File: src/card_select_map.svh
// constants for the card channel and file select decoder
`ifndef CARD_SELECT_MAP_SVH
`define CARD_SELECT_MAP_SVH
`define INS_SELECT       8'hA4
`define INS_MANAGE_CHAN  8'h70
`define P1_BY_FILE       8'h00
`define P1_CHILD_DIR     8'h01
`define P1_PARENT_DIR    8'h03
`define P1_BY_APP_ID     8'h04
`define P1_PATH_ROOT     8'h08
`define P1_PATH_CURRENT  8'h09
`define P2_NO_DATA       8'h0C
`define RESP_TEMPLATE    3'b001
`define RESP_NONE        3'b011
`define SESSION_TERM     2'b10
`define SW_OK            16'h9000
`define SW_BAD_P1P2      16'h6A86
`define SW_NO_INS        16'h6D00
`define SW_NO_CHAN       16'h6881
`define SW_TOOLKIT_HI    8'h91
`define SW_TOOLKIT_B     16'h9300
`define SW_CONDITIONS    16'h6985
`define SW_NO_FILE       16'h6A82
`define CHAN_COUNT       4
`define CHAN_OPEN_RESET  4'h1
`endif

File: src/card_select_pkg.sv
// types for the card channel and file select decoder
package card_select_pkg;
  typedef enum logic [2:0] {
    METHOD_FILE    = 3'd0,
    METHOD_CHILD   = 3'd1,
    METHOD_PARENT  = 3'd2,
    METHOD_APP_ID  = 3'd3,
    METHOD_PATH_RT = 3'd4,
    METHOD_PATH_CD = 3'd5
  } select_method_e;
  typedef enum logic [1:0] {
    OCC_FIRST = 2'b00,
    OCC_LAST  = 2'b01,
    OCC_NEXT  = 2'b10,
    OCC_PREV  = 2'b11
  } occurrence_e;
  typedef enum logic [1:0] {
    DATA_FILE_NUMBER = 2'd0,
    DATA_DIR_NAME    = 2'd1,
    DATA_PATH        = 2'd2,
    DATA_NONE        = 2'd3
  } data_meaning_e;
endpackage

File: src/card_channel_file_select_decoder.sv
// command decoder for channel routing and file selection
`timescale 1ns/10ps
`include "card_select_map.svh"
module card_channel_file_select_decoder
  import card_select_pkg::*;
(
  // clock and reset
  input  wire logic        clk,
  input  wire logic        resetn,
  // command header, one-cycle strobe from the byte receiver
  input  wire logic        cmdValid,
  input  wire logic [7:0]  cmdCla,
  input  wire logic [7:0]  cmdIns,
  input  wire logic [7:0]  cmdP1,
  input  wire logic [7:0]  cmdP2,
  input  wire logic [7:0]  cmdLc,
  // terminal and file system status
  input  wire logic        cardToolkitSupport,
  input  wire logic        searchFound,
  input  wire logic [1:0]  openChanNum,
  input  wire logic        openChanValid,
  input  wire logic [1:0]  closeChanNum,
  input  wire logic        closeChanValid,
  input  wire logic        toolkitPending,
  input  wire logic [7:0]  toolkitLen,
  // decoded result
  output logic             decValid,
  output logic [1:0]       channelNum,
  output select_method_e   selMethod,
  output data_meaning_e    dataMeaning,
  output logic [1:0]       sessionCtrl,
  output logic             sessionApplies,
  output occurrence_e      occurrence,
  output logic             sendTemplate,
  output logic             selectRoot,
  output logic             prefixMatch,
  output logic [1:0]       searchStage,
  output logic             pointersValid,
  output logic [3:0]       chanOpen,
  output logic [15:0]      statusWord
);

  // combinational decode of one header
  // every decoded field is worked out from the header in the strobe cycle
  // and captured by the result flops at that same edge
  // outside the strobe the header fields carry no meaning and are ignored
  logic            p1Ok;          // P1 is one of the six methods
  logic            p2Ok;          // P2 coding accepted
  logic            isSelect;      // instruction is a file select
  logic            chanOk;        // addressed channel is open
  logic            tryToolkit;    // pending toolkit data may be flagged
  select_method_e  methodNext;    // method from P1
  data_meaning_e   meaningNext;   // meaning of the data field
  logic [15:0]     swNext;        // status word for this header
  logic [1:0]      chanIn;        // channel from the class byte
  logic [3:0]      chanOpen_reg;  // open channel set
  wire logic [3:0] chanOpen_next; // next open flag per channel
  logic            searchRun_reg; // file-id search still walking

  // channel number rides in the two low class bits
  assign chanIn = cmdCla[1:0];

  // open set leaves the block straight from its flops
  assign chanOpen = chanOpen_reg;

  // method, data meaning and legality
  // unknown P1 codes leave the defaults and flag the header as bad
  // the method picks how the data field is read
  always_comb begin
    p1Ok        = 1'b1;
    methodNext  = METHOD_FILE;
    meaningNext = DATA_FILE_NUMBER;
    unique case (cmdP1)
      `P1_BY_FILE: begin
        methodNext  = METHOD_FILE;
        meaningNext = (cmdLc == 8'h00) ? DATA_NONE : DATA_FILE_NUMBER;
      end
      `P1_CHILD_DIR: begin
        methodNext  = METHOD_CHILD;
        meaningNext = DATA_FILE_NUMBER;
      end
      `P1_PARENT_DIR: begin
        methodNext  = METHOD_PARENT;
        meaningNext = DATA_NONE;
      end
      `P1_BY_APP_ID: begin
        methodNext  = METHOD_APP_ID;
        meaningNext = DATA_DIR_NAME;
      end
      `P1_PATH_ROOT: begin
        methodNext  = METHOD_PATH_RT;
        meaningNext = DATA_PATH;
      end
      `P1_PATH_CURRENT: begin
        methodNext  = METHOD_PATH_CD;
        meaningNext = DATA_PATH;
      end
      default: begin
        p1Ok = 1'b0;
      end
    endcase
  end

  // P2 legality
  // b8 must be clear and b5..b3 must ask for a template or for nothing
  // b2 b1 are checked only for the empty P1 zero select: otherwise they only steer an application id search
  always_comb begin
    p2Ok = ~cmdP2[7] &&
           ((cmdP2[4:2] == `RESP_TEMPLATE) || (cmdP2[4:2] == `RESP_NONE));
    // session control only 00 or 10, and only checked for app id
    if (cmdP1 == `P1_BY_APP_ID && cmdP2[5]) begin
      p2Ok = 1'b0;
    end
    // empty data with P1 zero requires exactly no-data coding
    if (cmdP1 == `P1_BY_FILE && cmdLc == 8'h00 && cmdP2 != `P2_NO_DATA) begin
      p2Ok = 1'b0;
    end
  end

  // only the select instruction is implemented here
  // a closed channel is looked up in the open set
  // toolkit status needs both pending data and a toolkit terminal
  assign isSelect   = (cmdIns == `INS_SELECT);
  assign chanOk     = chanOpen_reg[chanIn];
  assign tryToolkit = toolkitPending && cardToolkitSupport;

  // status word choice
  // checks run in a fixed priority, first failure wins
  // 9300 is never produced by this block
  // parent selection and the empty root select never miss
  always_comb begin
    if (!isSelect) begin
      swNext = `SW_NO_INS;
    end else if (!chanOk) begin
      swNext = `SW_NO_CHAN;
    end else if (!p1Ok || !p2Ok) begin
      swNext = `SW_BAD_P1P2;
    end else if (!searchFound && methodNext != METHOD_PARENT &&
                 !(methodNext == METHOD_FILE && cmdLc == 8'h00)) begin
      swNext = `SW_NO_FILE;
    end else if (tryToolkit) begin
      swNext = {`SW_TOOLKIT_HI, toolkitLen};
    end else begin
      swNext = `SW_OK;
    end
  end

  // next open flag for each logical channel
  // open and close pulses come from the channel management logic
  // the card chooses the number of a new channel, nothing checked here
  generate
    for (genvar ch = 0; ch < `CHAN_COUNT; ch++) begin : gen_chan
      if (ch == 0) begin : gen_basic
        // basic channel pinned open whatever the pulses say
        assign chanOpen_next[ch] = 1'b1;
      end else begin : gen_extra
        // an open pulse wins over a close of the same channel
        assign chanOpen_next[ch] = (openChanValid && openChanNum == 2'(ch)) ||
                                   (chanOpen_reg[ch] && !(closeChanValid && closeChanNum == 2'(ch)));
      end
    end
  endgenerate

  // open channel set register
  always_ff @(posedge clk) begin
    if (!resetn) begin
      // only the basic channel open out of reset
      chanOpen_reg <= `CHAN_OPEN_RESET;
    end else begin
      // take the per-channel next flags
      chanOpen_reg <= chanOpen_next;
    end
  end

  // record and tag pointer validity
  // nothing here sets the pointers again; a later command owns that
  always_ff @(posedge clk) begin
    if (!resetn) begin
      // pointers undefined out of reset
      pointersValid <= 1'b0;
    end else if (cmdValid && swNext == `SW_OK) begin
      // a select ending in 9000 drops both pointers; a 91xx toolkit status leaves them as they are
      pointersValid <= 1'b0;
    end
  end

  // result strobe, one cycle after each header
  always_ff @(posedge clk) begin
    if (!resetn) begin
      decValid <= 1'b0;
    end else begin
      // follows the header strobe one cycle late
      decValid <= cmdValid;
    end
  end

  // channel number taken from the class byte
  always_ff @(posedge clk) begin
    if (!resetn) begin
      channelNum <= 2'd0;
    end else if (cmdValid) begin
      // low two class bits route the command
      channelNum <= chanIn;
    end
  end

  // selection method and data field meaning
  always_ff @(posedge clk) begin
    if (!resetn) begin
      selMethod   <= METHOD_FILE;
      dataMeaning <= DATA_NONE;
    end else if (cmdValid) begin
      // method follows P1, data meaning follows P1 and Lc, held until the next header
      selMethod   <= methodNext;
      dataMeaning <= meaningNext;
    end
  end

  // session control and occurrence, meaningful for application id only
  always_ff @(posedge clk) begin
    if (!resetn) begin
      sessionApplies <= 1'b0;
      sessionCtrl    <= 2'b00;
      occurrence     <= OCC_FIRST;
    end else if (cmdValid) begin
      if (cmdP1 == `P1_BY_APP_ID) begin
        // application id: pass session and occurrence bits on
        sessionApplies <= 1'b1;
        sessionCtrl    <= cmdP2[6:5];
        occurrence     <= occurrence_e'(cmdP2[1:0]);
      end else begin
        // other methods: b7 b6 and b2 b1 carry no meaning
        sessionApplies <= 1'b0;
        sessionCtrl    <= 2'b00;
        occurrence     <= OCC_FIRST;
      end
    end
  end

  // response data option
  always_ff @(posedge clk) begin
    if (!resetn) begin
      sendTemplate <= 1'b0;
    end else if (cmdValid) begin
      // template only after a good select that asks for it
      sendTemplate <= (swNext == `SW_OK || swNext[15:8] == `SW_TOOLKIT_HI) &&
                      cmdP2[4:2] == `RESP_TEMPLATE;
    end
  end

  // root directory becomes current on an empty file-id select
  always_ff @(posedge clk) begin
    if (!resetn) begin
      selectRoot <= 1'b0;
    end else if (cmdValid) begin
      // empty data field with the no-data coding
      selectRoot <= isSelect && cmdP1 == `P1_BY_FILE && cmdLc == 8'h00 &&
                    cmdP2 == `P2_NO_DATA;
    end
  end

  // truncated application id matched as a prefix
  always_ff @(posedge clk) begin
    if (!resetn) begin
      prefixMatch <= 1'b0;
    end else if (cmdValid) begin
      // only selection by application id compares prefixes
      prefixMatch <= (cmdP1 == `P1_BY_APP_ID);
    end
  end

  // file-id search running after a miss
  always_ff @(posedge clk) begin
    if (!resetn) begin
      searchRun_reg <= 1'b0;
    end else if (cmdValid) begin
      // start only for a select that found nothing yet
      searchRun_reg <= isSelect && methodNext == METHOD_FILE && swNext == `SW_NO_FILE;
    end else if (searchFound || searchStage == 2'd2) begin
      // stop once found or all three places tried
      searchRun_reg <= 1'b0;
    end
  end

  // search place: children, parent, then parent's children
  always_ff @(posedge clk) begin
    if (!resetn) begin
      searchStage <= 2'd0;
    end else if (cmdValid) begin
      // every header starts at the current directory's children
      searchStage <= 2'd0;
    end else if (searchRun_reg && !searchFound && searchStage != 2'd2) begin
      // one step per cycle while nothing matches
      searchStage <= searchStage + 2'd1;
    end
  end

  // status word, held until the next header
  always_ff @(posedge clk) begin
    if (!resetn) begin
      statusWord <= `SW_OK;
    end else if (cmdValid) begin
      // chosen by the priority chain above
      statusWord <= swNext;
    end
  end

endmodule

File: config.mk
export PLATFORM = sky130hd
export DESIGN_NAME = card_channel_file_select_decoder
export DESIGN_NICKNAME = d
export VERILOG_FILES = /design/src/card_select_pkg.sv /design/src/card_channel_file_select_decoder.sv
export VERILOG_INCLUDE_DIRS = /design/src
export SDC_FILE = /design/constraint.sdc
export NUM_CORES = 1
export LEC_CHECK = 0
export BUFFER_PORTS_ARGS = -buffer_cell sky130_fd_sc_hd__buf_2
export CELL_PAD_IN_SITES_DETAIL_PLACEMENT = 0
export CELL_PAD_IN_SITES_GLOBAL_PLACEMENT = 1
export CORE_MARGIN = 4
export CORE_UTILIZATION = 27
export DETAILED_ROUTE_END_ITERATION = 10
export GPL_TIMING_DRIVEN = 0
export PLACE_DENSITY_LB_ADDON = 0.2
export SLEW_MARGIN = 10
export SYNTH_ARGS = -nofsm -noshare
export SYNTH_HDL_FRONTEND = slang
export SYNTH_SLANG_ARGS = --single-unit
File: constraint.sdc
create_clock -name clk -period 1.7 [get_ports clk]
set_input_delay 0.34 -clock clk [delete_from_list [all_inputs] [get_ports clk]]
set_output_delay 0.34 -clock clk [all_outputs]
set_load 0.03 [all_outputs]
==> results by group <==
Setup path
  – Critical Path Sink Type: register
  – Reg2Reg Setup Slack: ~0.3 ns
  – Worst path cell trace: buf_6 > or4_4 > buf_4 > a2111oi_4 > a21o_1 > nor4b_2 > o221a_1
  – Worst-path fanout max: 3
  – Setup crit start kind: input pin
  – WP data arrival: 1.89 ns
  – Reg-to-Reg Start: chanOpen[3]$_SDFF_PN0_
  – WP data required: 1.87 ns
  – Worst reg2reg path endpoint: searchRun_reg$_SDFFE_PN0P_
  – WP buf/inv: 2
  – Critical path's largest stage delay: 0.57 ns
  – Slowest CP cell: or4_4
  – Worst reg2reg path depth: 5
  – CP top delay family: compound AO/OA/AOI/OAI gates
  – Crit Path Category: in2reg

Cells and area
  – Share of post-route cells with drive strength above 1: between 40% and 50%
  – Diode count: 0
  – Most frequent cells in the layout: 87 x buf_2, 34 x dfxtp_1, 21 x nand2_1
  – Core Util, Final: 40.3%
  – Fin nets: between 300 and 400
  – Most common cell after layout, fill and taps aside: buf_2
  – P&R area growth vs syn: 43.4%
  – Post-route insts no fill: 359
  – Largest register FFs: 13

Timing
  – Period minus WS final: 1.71 ns
  – Max Clk Rate: 0.584 GHz
  – Relative slew slack: 65.8%
  – Final Skew: 0.00288 ns
  – RSZ-0062 raised after global routing: yes
  – Setup violators final: 2
  – Final hold violation count: 0
  – Setup WS post-layout: -0.0135 ns
  – Max Slew Vio Count: 0
  – Fin crit share: 101%
  – Worst-Margin Slew: 0.513 ns
  – Hold WS: 0.251 ns

Hold path
  – Hold Path Sink: sendTemplate$_SDFFE_PN0P_
  – Hold_sp: cmdP2[3]
  – HP Class: in2reg
  – Hold depth: 2

Outcome
  – Failing checks: setup timing
  – Outcome: finished, violations left

Routing
  – Vias: about 1700
  – Post-DR wirelength/cell: approximately 14 µm
  – DRT iter0 DRCs: 93
  – Remaining DRCs: 0
  – DRT antenna net count: 0
  – Vias per inst: 4.73
  – Drt total wl: 5.09 mm
  – Initial DRT Pass Iterations: 4

Clock network
  – CTS tree: done
  – Cts bufs inserted: 5
  – Clk root buf: clkbuf_8
  – Clk buf depth: 2
  – Clk_lat worst skew: 0.28 ns
  – Clock Sinks: 34
  – H-tree Lvls: 2
  – Clk slew on worst S/H paths: 0.07 ns

Logic synthesis
  – Yosys warns: 0
  – Ys flop type: dfxtp_1
  – Seq/Total Area, Yosys: 40.4%
  – EDFF count, synth: 0
  – Mapped Cells: 185
  – Yosys reg bits: 34
  – Syn Nets: roughly 250
  – Average cell area after synthesis: 9.10 µm²
  – Async SR Flop Fraction: 0%
  – Netlist Area Pre-Place: 1680 µm²
  – Yosys cell types: 50

Power and ir drop
  – Leakage: 1.11 nW
  – Power Total: 1.70 mW
  – VDD IR max: 0.271 mV
  – PwrDens: 703 nW/µm²

Placed design
  – Final estimated routing congestion in global placement: between 0.7 and 0.8
  – Final HPWL DP: about 4 mm
  – Buffers on Ports: 89
  – DP Cell Count: 349

Die
  – I/O Pins: 99
  – Die ar.: roughly 7600 µm²
  – Die height: just under 90 µm
  – Placement row count: 28
  – Die W: 87.0 µm
  – Core area: 5990 µm²
  – Starting Density: between 20% and 30%

Global routing
  – Vias in the first global route: around 1700
  – Largest net degree at the start of global routing: 11
  – Total Routing Usage GR: 13.4%
  – Antenna violations before repair: 0
  – Grt ovf: 0
  – Global-route wire length before repair: 8.02 mm

Flow run
  – Max cap viols: 0
## worst max path at each step
stage | slack (ns) | end | depth (start not counted) | startpoint
global route | -0.07 | statusWord[8]$_SDFFE_PN0P_ | 7 | cmdP1[6]
CTS | -0.02 | statusWord[14]$_SDFFE_PN0P_ | 6 | cmdP1[4]
finish | -0.01 | statusWord[8]$_SDFFE_PN0P_ | 7 | cmdP1[6]
floorplan | -0.12 | statusWord[0]$_SDFFE_PN0P_ | 6 | cmdP1[7]
global placement | -0.44 | searchRun_reg$_SDFFE_PN0P_ | 6 | cmdP1[7]
detailed placement | -0.44 | searchRun_reg$_SDFFE_PN0P_ | 6 | cmdP1[7]
## power breakdown
group          switching (mW)  total [mW]  internal [mW]
clock                   0.271       0.583          0.312
combinational           0.172       0.289          0.117
sequential             0.0110       0.826          0.815
## cells in the mapped netlist (all sizes together), types with 3 or more instances
master  count  share of area, %
nor2b       6               2.2
a21oi       4               1.4
nand3      13               3.9
buf         8               3.6
and2        5               1.9
a22o        9               4.7
a21o        3               1.3
clkbuf      6               1.3
nand2      22               5.1
mux2i       3               1.8
nor4        7               3.0
nor3b       3               1.3
o21ai      15               4.5
nand2b      4               1.5
o211a       3               1.8
nor2        5               1.1
inv         4              0.89
dfxtp      34                40
## what timing repair did
| action | in CTS | in global routing |
|---|---|---|
| hold endpoints to repair | 0 | 0 |
| gates resized for setup | 5 | 12 |
| endpoints found under the setup margin | 14 | 19 |
| pin swaps | 2 | 11 |
| hold buffers | 0 | 0 |
| setup buffers | 1 | 4 |
## cells by family (layout without fill, tap and decap cells)
| family | after synthesis | in the layout | synth area share, % |
|---|---|---|---|
| AOI/OAI and AO/OA | 50 | 50 | 24.0 |
| xor gates and xnor gates | 1 | 1 | 0.520 |
| adders and majority gates | 1 | 1 | 0.743 |
| buffers and inverters | 18 | 117 | 5.79 |
| DFF | 34 | 34 | 40.4 |
| muxes | 4 | 4 | 2.45 |
| other | 2 | 2 | 0.446 |
| and+or+nand+nor | 75 | 75 | 25.6 |
## layout make-up
type                    count  area (µm²)
plain buffers              13        73.8
clock buffers               6        82.6
fillers                   647        3580
inverters                   4        15.0
multi-input cells         133         973
flip-flops and latches     34         681
well taps                  75        93.8
repair buffers             94         495
## layer usage
layer	vias up	global-route usage, %	part of all wire, %
li1	869	-	-
met4	0	3.82	1.2
met2	57	21.3	46
met3	5	4.82	8.1
met5	-	0	0
met1	768	17.1	44
## per-stage QoR
stage          TNS [ns]  setup WS (ns)  cell area (µm²)
6_report        -0.0255        -0.0135             2410
5_1_grt          -0.315        -0.0738             2410
4_1_cts         -0.0295        -0.0229             2320
3_5_place_dp      -6.59         -0.444             2220
3_3_place_gp      -6.52         -0.441             2220
2_1_floorplan    -0.958         -0.116             1680
Power figures use the tool's default switching activity.
